`config.mk`:
```
export PLATFORM = sky130hd
export DESIGN_NAME = irq_priority_save
export DESIGN_NICKNAME = d
export VERILOG_FILES = /design/src/irq_pkg.sv /design/src/irq_arbiter.sv /design/src/irq_priority_save.sv
export SDC_FILE = /design/constraint.sdc
export NUM_CORES = 1
export LEC_CHECK = 0
export BUFFER_PORTS_ARGS = -buffer_cell sky130_fd_sc_hd__buf_2
export CAP_MARGIN = 20
export CORE_UTILIZATION = 55
export DETAILED_ROUTE_END_ITERATION = 10
export GPL_TIMING_DRIVEN = 0
export MAX_ROUTING_LAYER = met4
export PLACE_DENSITY_LB_ADDON = 0.15
export SYNTH_ARGS = -nofsm -noshare
export SYNTH_HDL_FRONTEND = slang
export SYNTH_HIERARCHICAL = 1
export SYNTH_SLANG_ARGS = --single-unit
```
`constraint.sdc`:
```
create_clock -name clk_i -period 44 [get_ports clk_i]
set_clock_uncertainty 0.1 [all_clocks]
set_input_delay 2.2 -clock clk_i [delete_from_list [all_inputs] [get_ports clk_i]]
set_output_delay 2.2 -clock clk_i [all_outputs]
set_load 0.005 [all_outputs]
```
`src/irq_pkg.sv`:
```
/*
 Package for the interrupt priority and status save block: widths, field
 layouts, stack sequencer states and timing constants.
 Assumes the CPU core supplies its status word and pointers each cycle.
*/
package irq_pkg;
    localparam int NSRC = 16;
    localparam int SRC_W = 4;
    localparam int LVL_W = 4;
    localparam int RANK_W = 2;
    localparam int WORD_W = 16;
    localparam int SEG_W = 8;
    localparam int VEC_W = 16;
    localparam logic [LVL_W-1:0] LVL_NONE = 4'h0;
    localparam logic [LVL_W-1:0] LVL_TRANSFER = 4'hf;
    localparam int XFER_CHANNELS = 8;
    localparam logic [2:0] LOCK_MAX = 3'h4;
    localparam logic [2:0] LOCK_MIN = 3'h1;
    localparam logic [1:0] RESP_CYCLES = 2'h3;
    localparam int PSW_LVL_LSB = 12;
    localparam int PSW_MULDIV_BIT = 9;
    localparam int PSW_IRQ_ON_BIT = 11;
    localparam logic [WORD_W-1:0] PSW_RESET = 16'h0000;

    typedef struct packed {
        logic [LVL_W-1:0] priority_level_field;
        logic [RANK_W-1:0] group_rank_field;
    } src_prio_t;

    typedef struct packed {
        logic [WORD_W-1:0] processor_status_word;
        logic [WORD_W-1:0] return_offset_pointer;
        logic [SEG_W-1:0] code_segment_register;
    } cpu_state_t;

    typedef enum logic [2:0] {
        ST_IDLE = 3'b000,
        ST_WAIT = 3'b001,
        ST_PUSH_PSW = 3'b010,
        ST_PUSH_CSEG = 3'b011,
        ST_PUSH_RET = 3'b100,
        ST_POP_RET = 3'b101,
        ST_POP_CSEG = 3'b110,
        ST_POP_PSW = 3'b111
    } seq_t;
endpackage : irq_pkg

```
`src/irq_arbiter.sv`:
```
/*
 Priority arbiter: picks one winning source among enabled pending requests.
 Assumes request, enable and priority inputs are on the same clock.
*/
`timescale 1ns/1ps
module irq_arbiter (
    // Requests
    input wire logic [irq_pkg::NSRC-1:0] pending_i,
    input wire logic [irq_pkg::NSRC-1:0] source_enable_bit_i,
    input wire logic global_irq_on_i,
    input wire irq_pkg::src_prio_t [irq_pkg::NSRC-1:0] prio_i,
    // Winner
    output logic win_valid_o,
    output logic [irq_pkg::SRC_W-1:0] win_src_o,
    output irq_pkg::src_prio_t win_prio_o
);
    logic [irq_pkg::NSRC-1:0] eligible;

    genvar g;
    generate
        for (g = 0; g < irq_pkg::NSRC; g++) begin : g_elig
            assign eligible[g] = pending_i[g] && source_enable_bit_i[g]
                && global_irq_on_i
                && (prio_i[g].priority_level_field
                != irq_pkg::LVL_NONE);
        end
    endgenerate

    always_comb begin
        win_valid_o = 1'b0;
        win_src_o = '0;
        win_prio_o = '0;
        for (int i = 0; i < irq_pkg::NSRC; i++) begin
            // Level and rank together form one key; ties on the key go to
            // the lower source index so a single winner always results.
            if (eligible[i] && (!win_valid_o || prio_i[i] > win_prio_o)) begin
                win_valid_o = 1'b1;
                win_src_o = i[irq_pkg::SRC_W-1:0];
                win_prio_o = prio_i[i];
            end
        end
    end
endmodule : irq_arbiter

```
`src/irq_priority_save.sv`:
```
/*
 Interrupt arbitration and entry sequencer: accepts the winning request,
 pushes the saved state, clears the source flag and loads the vector, and
 unstacks on interrupt return.
 Assumes the core pulses its strobes for one cycle and holds them legal.
*/
`timescale 1ns/1ps
module irq_priority_save (
    // Clock and reset
    input wire logic clk_i,
    input wire logic rst_i,
    // Sources
    input wire logic [irq_pkg::NSRC-1:0] flag_set_i,
    input wire logic [irq_pkg::NSRC-1:0] source_enable_bit_i,
    input wire irq_pkg::src_prio_t [irq_pkg::NSRC-1:0] prio_i,
    input wire logic [irq_pkg::VEC_W-1:0] vector_base_i,
    // CPU core
    input wire irq_pkg::cpu_state_t cpu_i,
    input wire logic [irq_pkg::WORD_W-1:0] muldiv_addr_i,
    input wire logic muldiv_busy_i,
    input wire logic instr_done_i,
    input wire logic locked_sequence_op_i,
    input wire logic [1:0] lock_len_i,
    input wire logic interrupt_return_op_i,
    input wire logic [irq_pkg::WORD_W-1:0] pop_data_i,
    // System config
    input wire logic segmentation_off_bit_i,
    // Outputs
    output logic [irq_pkg::NSRC-1:0] pending_o,
    output logic push_o,
    output logic pop_o,
    output logic [irq_pkg::WORD_W-1:0] push_data_o,
    output logic load_o,
    output irq_pkg::cpu_state_t cpu_o,
    output logic vector_fetch_o,
    output logic busy_o
);
    irq_pkg::seq_t state;
    logic [irq_pkg::NSRC-1:0] pending;
    logic [2:0] lock_cnt;
    logic [1:0] resp_cnt;
    logic [irq_pkg::SRC_W-1:0] sel_src;
    irq_pkg::src_prio_t sel_prio;
    irq_pkg::cpu_state_t saved;
    logic win_valid;
    logic [irq_pkg::SRC_W-1:0] win_src;
    irq_pkg::src_prio_t win_prio;
    logic [irq_pkg::LVL_W-1:0] cpu_lvl;
    logic accept;
    logic [irq_pkg::NSRC-1:0] clr_mask;

    irq_arbiter u_arb (
        .pending_i(pending),
        .source_enable_bit_i(source_enable_bit_i),
        .global_irq_on_i(cpu_i.processor_status_word[irq_pkg::PSW_IRQ_ON_BIT]),
        .prio_i(prio_i),
        .win_valid_o(win_valid),
        .win_src_o(win_src),
        .win_prio_o(win_prio)
    );

    assign cpu_lvl = cpu_i.processor_status_word[irq_pkg::PSW_LVL_LSB +:
        irq_pkg::LVL_W];
    // Level fifteen sources are the event transfer channels; they take the
    // same path here and preempt anything below by plain level compare.
    assign accept = win_valid && (state == irq_pkg::ST_IDLE)
        && (win_prio.priority_level_field > cpu_lvl)
        && (lock_cnt == 3'h0);

    always_comb begin
        clr_mask = '0;
        if (state == irq_pkg::ST_PUSH_PSW) begin
            clr_mask[sel_src] = 1'b1;
        end
    end

    // A new flag in the clearing cycle wins over the clear.
    always_ff @(posedge clk_i) begin
        if (rst_i) begin
            pending <= '0;
        end else begin
            pending <= (pending & ~clr_mask) | flag_set_i;
        end
    end

    always_ff @(posedge clk_i) begin
        if (rst_i) begin
            lock_cnt <= 3'h0;
        end else if (locked_sequence_op_i) begin
            lock_cnt <= {1'b0, lock_len_i} + irq_pkg::LOCK_MIN;
        end else if (instr_done_i && lock_cnt != 3'h0) begin
            lock_cnt <= lock_cnt - 3'h1;
        end
    end

    always_ff @(posedge clk_i) begin
        if (rst_i) begin
            state <= irq_pkg::ST_IDLE;
            resp_cnt <= 2'h0;
            sel_src <= '0;
            sel_prio <= '0;
            saved <= '0;
        end else begin
            case (state)
                irq_pkg::ST_IDLE: begin
                    if (interrupt_return_op_i) begin
                        state <= irq_pkg::ST_POP_RET;
                    end else if (accept) begin
                        sel_src <= win_src;
                        sel_prio <= win_prio;
                        saved <= cpu_i;
                        if (muldiv_busy_i) begin
                            saved.processor_status_word[
                                irq_pkg::PSW_MULDIV_BIT] <= 1'b1;
                            saved.return_offset_pointer <= muldiv_addr_i;
                        end
                        resp_cnt <= 2'h1;
                        state <= irq_pkg::ST_WAIT;
                    end
                end
                irq_pkg::ST_WAIT: begin
                    if (instr_done_i) begin
                        resp_cnt <= resp_cnt + 2'h1;
                        if (resp_cnt == irq_pkg::RESP_CYCLES - 2'h1) begin
                            state <= irq_pkg::ST_PUSH_PSW;
                        end
                    end
                end
                irq_pkg::ST_PUSH_PSW: begin
                    state <= segmentation_off_bit_i ? irq_pkg::ST_PUSH_RET
                        : irq_pkg::ST_PUSH_CSEG;
                end
                irq_pkg::ST_PUSH_CSEG: state <= irq_pkg::ST_PUSH_RET;
                irq_pkg::ST_PUSH_RET: state <= irq_pkg::ST_IDLE;
                irq_pkg::ST_POP_RET: begin
                    saved.return_offset_pointer <= pop_data_i;
                    state <= segmentation_off_bit_i ? irq_pkg::ST_POP_PSW
                        : irq_pkg::ST_POP_CSEG;
                end
                irq_pkg::ST_POP_CSEG: begin
                    saved.code_segment_register <=
                        pop_data_i[irq_pkg::SEG_W-1:0];
                    state <= irq_pkg::ST_POP_PSW;
                end
                irq_pkg::ST_POP_PSW: begin
                    saved.processor_status_word <= pop_data_i;
                    state <= irq_pkg::ST_IDLE;
                end
                default: state <= irq_pkg::ST_IDLE;
            endcase
        end
    end

    // Only status, segment and offset are driven; data page and bank
    // pointers have no path through this block and so stay untouched.
    always_ff @(posedge clk_i) begin
        if (rst_i) begin
            push_o <= 1'b0;
            pop_o <= 1'b0;
            push_data_o <= '0;
            load_o <= 1'b0;
            cpu_o <= '0;
            vector_fetch_o <= 1'b0;
            busy_o <= 1'b0;
            pending_o <= '0;
        end else begin
            pending_o <= pending;
            push_o <= 1'b0;
            pop_o <= 1'b0;
            load_o <= 1'b0;
            vector_fetch_o <= 1'b0;
            busy_o <= (state != irq_pkg::ST_IDLE);
            case (state)
                irq_pkg::ST_PUSH_PSW: begin
                    push_o <= 1'b1;
                    push_data_o <= saved.processor_status_word;
                end
                irq_pkg::ST_PUSH_CSEG: begin
                    push_o <= 1'b1;
                    push_data_o <= {{(irq_pkg::WORD_W-irq_pkg::SEG_W){1'b0}},
                        saved.code_segment_register};
                end
                irq_pkg::ST_PUSH_RET: begin
                    push_o <= 1'b1;
                    push_data_o <= saved.return_offset_pointer;
                    load_o <= 1'b1;
                    vector_fetch_o <= 1'b1;
                    cpu_o.processor_status_word <= saved.processor_status_word;
                    cpu_o.processor_status_word[irq_pkg::PSW_LVL_LSB +:
                        irq_pkg::LVL_W] <=
                        sel_prio.priority_level_field;
                    cpu_o.return_offset_pointer <= vector_base_i
                        + {{(irq_pkg::VEC_W-irq_pkg::SRC_W-2){1'b0}},
                        sel_src, 2'b00};
                    cpu_o.code_segment_register <= segmentation_off_bit_i
                        ? saved.code_segment_register : '0;
                end
                irq_pkg::ST_POP_RET, irq_pkg::ST_POP_CSEG,
                irq_pkg::ST_POP_PSW: begin
                    pop_o <= 1'b1;
                end
                default: begin
                end
            endcase
            if (state == irq_pkg::ST_POP_PSW) begin
                load_o <= 1'b1;
                cpu_o.processor_status_word <= pop_data_i;
                cpu_o.return_offset_pointer <= saved.return_offset_pointer;
                cpu_o.code_segment_register <= segmentation_off_bit_i
                    ? cpu_i.code_segment_register
                    : saved.code_segment_register;
            end
        end
    end
endmodule : irq_priority_save

```
Word-level counts from Yosys, hierarchy flattened
Cells that the tools add are included.
- bits in registers: 149
- output and inout port bits: 77
- word-level logic and storage cells: 271
- add/sub/neg operators: 4
- order comparisons: 18
- equality and inequality tests: 13
- multiplexer cells: 79
- bitwise logic cells: 4
- reduce and logical (&&, ||, !) cells: 134
- operators by type and width (operator ; count):
    two-way mux 40 bit ; 4
    two-way mux 6 bit ; 16
    > comparator 6 bit ; 15
    logical AND 1 bit ; 68
    case mux 16 bit (2 select lines) ; 2
    nonzero test 4 bit ; 16
    case mux 16 bit (3 select lines) ; 1
    two-way mux 3 bit ; 11
    two-way mux 16 bit ; 2
    two-way mux 4 bit ; 8
    two-way mux 1 bit ; 24
    case mux 3 bit (7 select lines) ; 1
    adder 16 x 6 -> 16 bit ; 1
    AND 16 bit ; 1
    two-way mux 8 bit ; 2
    inverter 16 bit ; 1
    OR 16 bit ; 1
    case mux 8 bit (2 select lines) ; 1
    logical NOT 1 bit ; 15
    logical OR 1 bit ; 15
    AND reduction 3 bit ; 5
    == test 3 bit (second input constant) ; 4
    nonzero test 2 bit ; 6
    two-way mux 2 bit ; 5
    19 further kinds ; 27

Depth between registers and ports, before layout
Gate-level depths: netlist of run 1.
- depth in word-level cells: 70
- mapped depth: 167
- depth with buffers taken out: 156

Cells and area by module
The synthesis of run 1 kept the hierarchy.
- modules (own cells, without submodules) (module ; times used ; cells an instance ; area an instance (um2) ; sequential area each (um2)):
    irq_priority_save ; 1 ; 785 ; 6537.5 ; 2982.9
    irq_arbiter ; 1 ; 722 ; 4903.5 ; 0.0

Worst setup path after synthesis of run 1
OpenSTA, ideal clock, no wires.
- path kind: input port to flip-flop
- start point: in cpu_i[35] (netlist bit)
- end point: reg saved[7] (netlist bit)
- setup time: 0.091 ns
- arrival time: 28.580 ns
- slack: 15.229 ns
- stages on the path: 151
- buffers on the path: 12
- cells stage by stage: buf_6 > and3_1 > buf_2 > o41a_4 > nand2_1 > ha_1 > nor2b_1 > o21ai_0 > a32oi_1 > o21a_1 > nand2_1 > o21ai_0 > inv_1 > ha_1 > nor2b_1 > o211ai_1 > a21o_1 > a21oi_1 > (+115 left out) > o21ai_0 > nand2b_1 > a21oi_1 > nor2b_1 > o21ai_0 > a32oi_1 > o21bai_1 > clkbuf_1 > nand3_1 > o211a_1 > ha_1 > nor2b_1 > o211ai_1 > a21bo_2 > buf_2 > clkbuf_1 > nand2_1 > a311oi_1
- RTL lines (element ; line ; source):
    start, declared ; irq_priority_save.sv:18 ; input wire irq_pkg::cpu_state_t cpu_i,
    end signal, assigned ; irq_priority_save.sv:111 ; saved <= cpu_i;
    end, declared ; irq_priority_save.sv:44 ; irq_pkg::cpu_state_t saved;

==> impl_summary.md, run 1 <==
Critical path
For the worst setup path, the data required time is about 44000 ps. The worst register-to-register path ends at saved[19]. The cell with the biggest individual delay on the critical path is sky130_fd_sc_hd__a2bb2oi_1. The critical path crosses between 150 and 200 cells after its start point. In this design, the stage delay of the slowest critical-path cell is between 600 and 700 ps. The most critical setup path has its startpoint at cpu_i[35]. STA classifies the critical path startpoint as an input pin. The cell type group with the largest total delay on the critical path is compound AO/OA/AOI/OAI gates. The critical path is of the in -> reg type.

The number of buffer and inverter stages on the critical path is 20. The top fanout value on the critical path is 10. Following the worst setup path forward leads to its endpoint at saved[19]. The most repeated library cell on the critical path is sky130_fd_sc_hd__ha_1.

The setup check on the worst reg-to-reg path leaves a slack of approximately 12000 ps. STA classifies the critical path endpoint as a flip-flop. The start of the worst register-to-register path is pending[0]. For the worst setup path, the data arrival time is 33750 ps. The number of cells on the worst reg-to-reg path is approximately 150.

Route
After detailed routing, the average wire length per cell comes to between 15 and 20 µm. The total wirelength of the detailed-routed design is 39400 µm. The first detailed-routing pass ran for 6 iterations. The routed metal-1 wirelength is between 15000 and 20000 µm. Dividing the detail-routed via count by the number of cells gives just over 6. Summing over every cut layer, the via total after detailed routing is approximately 13000. The top layer reached by signal wires is met4. The detail route stage leaves a number of antenna-violating nets equal to 0. The detailed router finished its first iteration with ~1000 violations. After detailed routing, the number of remaining DRC violations is 0.

The met3 wire length is 3180 µm. The routed design uses 18700 µm of met2 wire.

Timing
For the pin with the worst max-slew slack, the measured transition is about 870 ps. The final max-slew violation count is 0. Setup repair after global routing left no endpoint under its margin. Measured against its own limit, the worst slew margin works out to about two fifths. The upper clock frequency limit is 29.9 MHz.

After layout, the worst setup slack is ~10000 ps. Setup violations remaining at the end of the flow were counted as 0. The setup TNS after final layout is 0 ps.

Dividing the final minimum period by the clock period gives 76.1%. The count of final hold-check violations is 0. The final critical path time including I/O delays and setup is between 30000 and 40000 ps.

Yosys
The average footprint of a synthesized cell is roughly 7.6 µm². Summing every instance area after synthesis gives about 0.011 mm². The cell count after synthesis came out at 1498.

The number of nets produced by synthesis is 1812. The warning count from the yosys run is 6.

Floorplan
The die covers approximately 0.021 mm². The die boundary width is between 100 and 150 µm. The number of ports placed on the die boundary is around 300. The number of standard-cell rows in the floorplan is 52.

The initial cell density of the core is 56.1%. The core area is about 0.02 mm². The height of the die is 146 µm.

Placement
The global placement routability congestion is approximately 0.97. In this run the tool buffered the top-level ports with roughly 300 buffer cells. Before CTS, the worst setup slack after placement is approximately 11000 ps. Detailed placement ended at an HPWL of between 30000 and 40000 µm.

Clock network
The number of clock sinks is approximately 150. The number of levels the H-tree was split into is 4. Clock tree synthesis selected as its root buffer the cell sky130_fd_sc_hd__clkbuf_16. The number of buffers on the longest clock path is 2. The CTS buffer count is 17.

In this run, post-CTS repair resized a total of 0 instances. The clock-pin slew reported for the worst setup and hold paths after clock tree synthesis is ~70 ps. In this run the post-CTS setup repair buffer count came out at 0. The latest clock arrival within the worst-skew pair is roughly 430 ps. TritonCTS built the clock tree. The number of hold buffers added after CTS is 0.

Layout
Leaving out fill and tap cells, the most frequent cell in the layout is sky130_fd_sc_hd__buf_2. In the final layout, the share of cells above drive strength 1 is 23.3%. The area growth from synthesis to final layout is 21.4%.

The library cells used most frequently in the layout, excluding fill and tap cells, are sky130_fd_sc_hd__buf_2 (309), sky130_fd_sc_hd__nand2_1 (184), sky130_fd_sc_hd__dfxtp_1 (149), sky130_fd_sc_hd__a21oi_1 (136), sky130_fd_sc_hd__nor2_1 (128). The final layout contains between 2000 and 2500 nets. The post-layout utilization of the core is around 68%.

Global routing
The number of antenna violations at the first check in global routing is 4. Global routing finished with a remaining overflow of 0. The total routing resource utilization after global routing is 37.4%. The first global-routing pass estimated about 62000 µm of wire. The pin count of the biggest net entering global routing is 18.

The number of global-route vias before repair is roughly 12000.

Status
The flow ran to the end, and the final reports show no timing, DRC or antenna violations.

Pwr
The overall power consumption is ~500 µW. Across the VDD grid, the largest voltage drop is just under 30 µV. Dividing total power by cell area gives a power density of roughly 36 mW/mm². The leakage power summed over all cells is slightly above 0.006 µW.

Hold path
The tightest min-delay check is of the reg -> reg type.

Flow run
The tool flagged a number of max-cap violations equal to 0.
==> worst min-delay path by stage <==
stage                     start          end  slack (ps)  depth (start not counted)
global placement      cpu_o[10]    cpu_o[10]         340                          2
finish                cpu_o[34]    cpu_o[34]         360                          2
global route           cpu_o[8]     cpu_o[8]         370                          2
floorplan           sel_prio[2]  sel_prio[2]         340                          2
detailed placement    cpu_o[35]    cpu_o[35]         350                          2
CTS                   cpu_o[35]    cpu_o[35]         360                          2
==> layer usage <==
metal  GRT usage (%)  vias to the layer above
li1                -                     6122
met3            6.27                      106
met1            45.2                     5889
met4            17.7                        0
met5               -                        -
met2            60.7                      659
==> stage by stage <==
stage | hold slack (ps) | std cells | instance area (µm²)
floorplan | 337 | 1498 | 11400
global placement | 342 | 2064 | 13200
detailed placement | 348 | 2064 | 13200
CTS | 358 | 2096 | 13800
global route | 373 | 2100 | 13800
finish | 356 | 2100 | 13800
==> sequential cells by signal, summed over array words and instances (netlist names) <==
signal / count
saved: 40
vector_fetch_o: 1
sel_prio: 4
resp_cnt: 2
sel_src: 4
push_o: 1
cpu_o: 40
push_data_o: 16
load_o: 1
busy_o: 1
state: 3
lock_cnt: 3
pending: 16
pending_o: 16
pop_o: 1
==> power breakdown <==
| group | switching, µW | total, µW | internal, µW |
|---|---|---|---|
| Clock | 69.4 | 151 | 81.7 |
| Sequential | 9.62 | 158 | 148 |
| Combinational | 115 | 193 | 77.8 |
| Total | 195 | 502 | 308 |
==> layout make-up <==
class | count | area, µm²
antenna | 4 | 10.0
buffer | 77 | 352
clock buffer | 17 | 425
clock inverter | 15 | 184
fill | 1858 | 6470
inverter | 95 | 357
multi-input combinational | 1177 | 7700
sequential | 149 | 2980
tap | 270 | 338
timing repair buffer | 296 | 1480
==> tightest hold or removal path, delay by kind of cell, from the launching register on <==
family | cells | cell delay (ps)
flops | 1 | 310
simple gates | 1 | 50
compound gates | 1 | 50
(Power assumes the default switching activity.)
==> run 2, diff against run 1 <==
--- a/config.mk
+++ b/config.mk
@@ -5,6 +5,7 @@
 export SDC_FILE = /design/constraint.sdc
 export NUM_CORES = 1
 export LEC_CHECK = 0
+export ABC_AREA = 1
 export BUFFER_PORTS_ARGS = -buffer_cell sky130_fd_sc_hd__buf_2
 export CAP_MARGIN = 20
 export CORE_UTILIZATION = 55
==> constraint.sdc (replaced) <==
create_clock -name clk_i -period 34.5 [get_ports clk_i]
set_clock_uncertainty 0.1 [all_clocks]
set_input_delay 1.725 -clock clk_i [delete_from_list [all_inputs] [get_ports clk_i]]
set_output_delay 1.725 -clock clk_i [all_outputs]
set_load 0.005 [all_outputs]
==> impl_summary.md, run 2 <==
Floorplan
The initial cell density of the core is a little under three fifths. The die covers between 0.02 and 0.025 mm². After floorplanning, the core was sized to cover between 0.02 and 0.025 mm².

Row generation in the floorplan step produced 52 rows. In this run the count of I/O pins placed on the die edge is about 300. The height of the die is about 150 µm. The floorplan step set the die width to around 150 µm.

Yosys
The number of nets in the synthesized netlist is around 2200. Synthesis handed over a netlist of around 1800 instances. The warning count from the yosys run is 6.

The average instance in the mapped netlist occupies between 6 and 7 µm². In this run the cell area of the synthesized design comes to ~0.012 mm².

Layout
The post-layout utilization of the core is approximately two thirds. The number of nets in the layout is around 2500. The most common library cell in the layout ignoring fill and taps is sky130_fd_sc_hd__nand2_1.

The post-layout instance area is around 0.014 mm². In the layout the commonest cells are sky130_fd_sc_hd__nand2_1 (512), sky130_fd_sc_hd__buf_2 (317), sky130_fd_sc_hd__inv_1 (228), sky130_fd_sc_hd__nor2_1 (181), sky130_fd_sc_hd__nand3_1 (153). The area growth from synthesis to final layout is 21.3%. The largest registers in the layout are cpu_o (40), saved (40).

The layout has 1886 filler cells. Of the cells placed in the final design, the portion with a size suffix greater than 1 is between 20% and 30%.

Pwr
In this run the power spent charging and discharging nets is 306 µW. Of the total power, the share spent switching nets is around 41%. The clock network fraction of design power is between 20% and 30%. Of the total power, registers draw around a third. VDD sags by at most 41.2 µV.

The part of the power in combinational logic is 41.7%. In this run the static leakage power is roughly 0.0075 µW. The internal power contribution is around 440 µW. The power density over cell area is between 50 and 60 mW/mm².

Critical path
The worst register-to-register path ends at saved[32]. Counting stages on the worst path, the most repeated cell is sky130_fd_sc_hd__nand2_1. Along the worst path, the maximum fanout reaches 10.

The reg2reg setup slack is around 11000 ps. STA classifies the critical path endpoint as a flip-flop. The setup path with the least slack is of type in -> reg. The required time at the worst-slack endpoint is 34720 ps.

The start of the worst register-to-register path is pending[0]. The delay contributed by the slowest stage of the critical path is ~330 ps. The signal arrival time at the worst endpoint is around 25000 ps. The cell with the biggest individual delay on the critical path is sky130_fd_sc_hd__ha_1. The sort of element at the start of the critical path is an input pin.

For the worst flop-to-flop path, the logic depth is between 150 and 200.

Clock network
The tree built by TritonCTS fans out to around 150 sinks. After clock tree synthesis, the clock-pin slew on the worst setup and hold paths is roughly 60 ps. Buffers inserted to repair hold after CTS numbered 0. The CTS buffer count is 17. Counting along the longest clock path gives a buffer depth of 2. The cell chosen for the clock root is sky130_fd_sc_hd__clkbuf_16.

The latest clock arrival within the worst-skew pair is 430 ps. Buffers added to address setup during post-CTS repair amount to 0. The number of levels the H-tree was split into is 4. TritonCTS built the clock tree. The count of cells resized by post-cts repair is 0.

Route
In the routed design, unresolved DRC markers number 0. The average vias per placed instance is 5.42. The detailed router's first-iteration violation count is approximately 960. The via count is 13200. The total wirelength of the detailed-routed design is between 30000 and 40000 µm. The iteration count of the initial detailed-routing pass is 5. After detailed routing, the average wire length per cell comes to between 15 and 20 µm. The antenna violation net count after detailed routing is 0.

Hold path
The worst hold path passes through 2 cells. The endpoint with the worst hold slack is pending_o[9]. The launch point of the worst hold path is pending[9]. The classification of the worst-slack hold path is reg -> reg.

Global routing
The number of global-route vias before repair is around 12000. The pin count of the biggest net entering global routing is 17. The first global-routing pass estimated roughly 60000 µm of wire. The total routing resource utilization after global routing is 35.9%.

The number of antenna violations at the first check in global routing was 2. After global routing the overflow that remains totals 0.

Placement
The HPWL after detailed placement is 30600 µm. Port buffering added 299 buffers. After detailed placement, the total cell area comes to around 0.013 mm². The global placement routability congestion is around 0.97.

Timing
Of the available clock period, the critical path in the final layout requires a little under three quarters. The setup TNS after final layout is 0 ps. The count of final hold-check violations is 0.

Headroom to the max-slew limit came out at around 45%. The final critical path time including I/O delays and setup is 24830 ps. For the pin with the worst max-slew slack, the measured transition is 818 ps.

Based on the critical path, the design can be clocked at up to ~40 MHz. The final max-slew violation count is 0. Setup repair after global routing left no endpoint under its margin. The total of endpoints with negative setup slack in the final report is 0.

Flow run
The tool flagged a number of max-cap violations equal to 0.

Status
The run finished with clean final reports.
[run 2: changes by cell type in the layout (fill, tap and decap cells not counted), sizes merged, moves of 28 or more]
| cell | delta |
|---|---|
| nand2 | +376 |
| inv | +140 |
| nand3 | +131 |
| nor2 | +75 |
| a21oi | -64 |
| nor2b | -34 |
| mux2 | -33 |
| a22oi | -31 |
| a31oi | +28 |
[run 2: per-layer routing]
metal	up-vias	part of all wire (%)	GRT usage [%]
li1	6625	-	-
met1	5976	45	48.4
met2	581	43	54.1
met3	55	9.9	7.80
met4	0	2.2	9.22
met5	-	0	-
[run 2: layout make-up]
class	count	area [µm²]	area share, %
multi-input combinational	1386	7310	52.3
sequential	149	2980	21.3
timing repair buffer	299	1500	10.7
inverter	241	912	6.53
clock buffer	18	439	3.14
tap	270	338	2.42
buffer	64	323	2.31
clock inverter	14	174	1.24
antenna	3	7.51	0.0537
[run 2: power by group through the flow]
stage          combinational (µW)  clock (µW)  sequential (µW)
3_5_place_dp                  303           0              241
2_1_floorplan                 206           0              231
3_3_place_gp                  295           0              240
5_1_grt                       350         203              241
6_report                      310         194              239
4_1_cts                       306         195              237
[run 2: how the worst max path moves through the flow]
stage / cells past startpoint / slack [ps] / endpoint / start
floorplan: 177 / 13030 / saved[13] / cpu_i[35]
global placement: 178 / 10020 / saved[32] / cpu_i[35]
detailed placement: 178 / 9570 / saved[32] / cpu_i[35]
CTS: 178 / 9920 / saved[32] / cpu_i[35]
global route: 176 / 7000 / saved[32] / cpu_i[35]
finish: 178 / 9670 / saved[32] / cpu_i[35]
[run 2: through the flow]
step | hold WS [ps] | instances | power, µW | worst slack [ps]
floorplan | 316 | 1840 | 437 | 13030
global placement | 328 | 2409 | 535 | 10020
detailed placement | 336 | 2409 | 544 | 9570
CTS | 347 | 2441 | 738 | 9920
global route | 361 | 2443 | 794 | 7000
finish | 345 | 2444 | 744 | 9670
[run 2: worst max-delay path, delay by kind of cell]
kind,cells,cell delay [ps]
buffers and inverters,23,3540
and+or+nand+nor,101,9480
adders and majority gates,16,4910
AOI/OAI and AO/OA,38,5400
==> run 3, diff against run 2 <==
--- a/config.mk
+++ b/config.mk
@@ -8,7 +8,7 @@
 export ABC_AREA = 1
 export BUFFER_PORTS_ARGS = -buffer_cell sky130_fd_sc_hd__buf_2
 export CAP_MARGIN = 20
-export CORE_UTILIZATION = 55
+export CORE_UTILIZATION = 49
 export DETAILED_ROUTE_END_ITERATION = 10
 export GPL_TIMING_DRIVEN = 0
 export MAX_ROUTING_LAYER = met4
==> constraint.sdc (replaced) <==
create_clock -name clk_i -period 21.4 [get_ports clk_i]
set_clock_uncertainty 0.1 [all_clocks]
set_input_delay 1.07 -clock clk_i [delete_from_list [all_inputs] [get_ports clk_i]]
set_output_delay 1.07 -clock clk_i [all_outputs]
set_load 0.005 [all_outputs]
==> impl_summary.md, run 3 (same netlist as run 2, synthesis figures left out) <==
Global routing
The number of global-route vias before repair is around 12000. The total routing resource utilization after global routing is between 30% and 40%. After global routing the overflow that remains totals 0. The first global-routing pass estimated approximately 61000 µm of wire. The met3 global-route usage is 7.38%.

The number of antenna violations at the first check in global routing is 4. For met2 alone, demand over resource in global routing was about half. The most used routing layer in global routing is met2. The pin count of the biggest net entering global routing is 17. The met1 usage is between 40% and 50%.

Route
The via count is 14100. The final routed wire length divided by cell count is around 17 µm. For this block, the initial DRC count from the detailed router was 1290. The routed design has 44000 µm of wire.

After detailed routing, the number of remaining DRC violations is 0. The pre-antenna-repair detailed-routing pass consisted of 8 iterations. After detailed routing, the number of vias per cell comes to around 5.5. Once detail routing completed, the nets flagged for antenna violations numbered 0.

Timing
The worst pin sits at a relative slew slack of around half. After layout, the minimum clock period comes to roughly 21000 ps. The transition time at the pin with the least slew margin is around 750 ps. Across all setup checks in the final design, the least slack found is between 150 and 200 ps.

The final max-slew violation count is 0. For this run, the top clock speed supported by timing is approximately 47 MHz. Setup violations remaining at the end of the flow were counted as 0. Of the available clock period, the critical path in the final layout requires 99.3%.

The count of final hold-check violations was 0. Setup repair after global routing could not meet its margin everywhere.

Hold path
In this run the worst hold path is classified as reg -> reg. The worst hold path passes through 2 cells.

Critical path
The delay contributed by the slowest stage of the critical path is between 200 and 300 ps. The most repeated library cell on the critical path is sky130_fd_sc_hd__nand2_2. The total number of cells along the worst setup path is about 180.

Together, buffers and inverters on the worst path number 23. The sort of element at the start of the critical path is an input pin. Data on the critical path is required at its endpoint by between 20000 and 25000 ps. The class of the most critical setup path is in -> reg. STA classifies the critical path endpoint as a flip-flop. The cell with the biggest individual delay on the critical path is sky130_fd_sc_hd__ha_4.

The cell type group with the largest total delay on the critical path is simple AND/OR/NAND/NOR gates. For the worst flop-to-flop path, the logic depth is 178. The signal arrival time at the worst endpoint is ~21000 ps. In this run the worst path has a maximum fanout of 7.

Layout
Relative to the synthesized area, the layout overhead comes to 43.0%. In the layout the commonest cells are sky130_fd_sc_hd__nand2_1 (424), sky130_fd_sc_hd__buf_2 (309), sky130_fd_sc_hd__inv_1 (215), sky130_fd_sc_hd__nor2_1 (165), sky130_fd_sc_hd__dfxtp_1 (149). The most common library cell in the layout ignoring fill and taps is sky130_fd_sc_hd__nand2_1. The number of nets in the layout is 2573. The share of layout cells above drive strength 1 is a little over a third. The largest registers in the layout are cpu_o (40), saved (40).

For this run, the share of the core covered by cells in the final layout is 72.1%.

Clock network
The number of clock sinks is approximately 150. The tree is rooted in a sky130_fd_sc_hd__clkbuf_16. After clock tree synthesis, the clock-pin slew on the worst setup and hold paths is 60 ps. The number of levels the H-tree was split into is 4.

In this run the deepest clock path goes through 2 buffers. The CTS buffer count is 17. The TritonCTS clock tree is done.

The later pin in the worst-skew pair is clocked with a latency of ~420 ps. Buffers inserted to repair hold after CTS numbered 0.

Floorplan
The total area inside the core boundary comes to roughly 0.023 mm². The area of the die is about 0.024 mm². The height of the die is ~160 µm.

The initial cell density of the core is between 50% and 60%. The die boundary width is 155 µm. The number of ports placed on the die boundary is 302. Row generation in the floorplan step produced 55 rows.

Placement
The pre-CTS setup slack is -2830 ps. At the end of routability-driven placement, the weighted congestion stood at roughly 0.97. Once detailed placement completed, the half-perimeter wirelength came to 31400 µm. The total of buffers placed on input and output ports is 299.

Pwr
The leakage power summed over all cells is 0.00828 µW. Summing internal, switching and leakage power gives 1390 µW. The power density over cell area is between 80 and 90 mW/mm². The worst-case IR drop observed on VDD is a little over 70 µV.

Status
The run finished with clean final reports.

Flow run
Across the run, the number of max-cap violations was 0.
[run 3: changes by cell type in the layout (fill, tap and decap cells not counted), sizes merged]
cell      change
clkinv        -1
diode         +1
clkinvlp      -1
clkbuf        +4
inv           -3
bufinv        +2
nand2         +2
buf          +98
[run 3: repair_timing]
item,4_1_cts,5_1_grt
gates cloned,0,14
buffers inserted,18,71
setup endpoints to repair,52,52
resized for setup,70,333
pin swaps,33,172
[run 3: area by class of cell]
type | instances | area (µm²)
multi-input cells | 1388 | 8750
fillers | 1903 | 6370
flip-flops and latches | 149 | 2980
repair buffers | 400 | 2360
inverters | 241 | 928
clock buffers | 21 | 470
well taps | 313 | 392
plain buffers | 62 | 389
clock inverters | 11 | 196
diodes | 4 | 10.0
[run 3: worst reg2reg max path: cells and delay by family (launching register included)]
kind | cells | cell delay [ps]
AOI/OAI and AO/OA | 44 | 5020
adders and majority gates | 16 | 4220
buffers and inverters | 22 | 2390
DFF | 1 | 360
and+or+nand+nor | 96 | 8770
[run 3: final timing paths]
path	end	slack, ps	start
min reg2reg	pending_o[8]	350	pending[8]
max reg2reg	saved[12]	500	pending[0]
min	pending_o[8]	350	pending[8]
max	saved[12]	160	cpu_i[35]
[run 3: where the power goes]
part	internal [µW]	switching [µW]
clock network	217	123
registers	336	51.4
logic	270	395
[run 3: stage by stage]
| step | hold slack (ps) | TNS (ps) | std cells | area (µm²) |
|---|---|---|---|---|
| 2_1_floorplan | 316 | 0 | 1840 | 11500 |
| 3_3_place_gp | 329 | -121510 | 2452 | 13400 |
| 3_5_place_dp | 338 | -136580 | 2452 | 13400 |
| 4_1_cts | 346 | 0 | 2500 | 14300 |
| 5_1_grt | 365 | -48450 | 2589 | 16500 |
| 6_report | 347 | 0 | 2589 | 16500 |
[run 3: metal layers]
metal | vias up | wire [µm]
met2 | 739 | 19900
li1 | 6840 | -
met4 | 0 | 1100
met5 | - | 0
met1 | 6471 | 18800
met3 | 94 | 4230
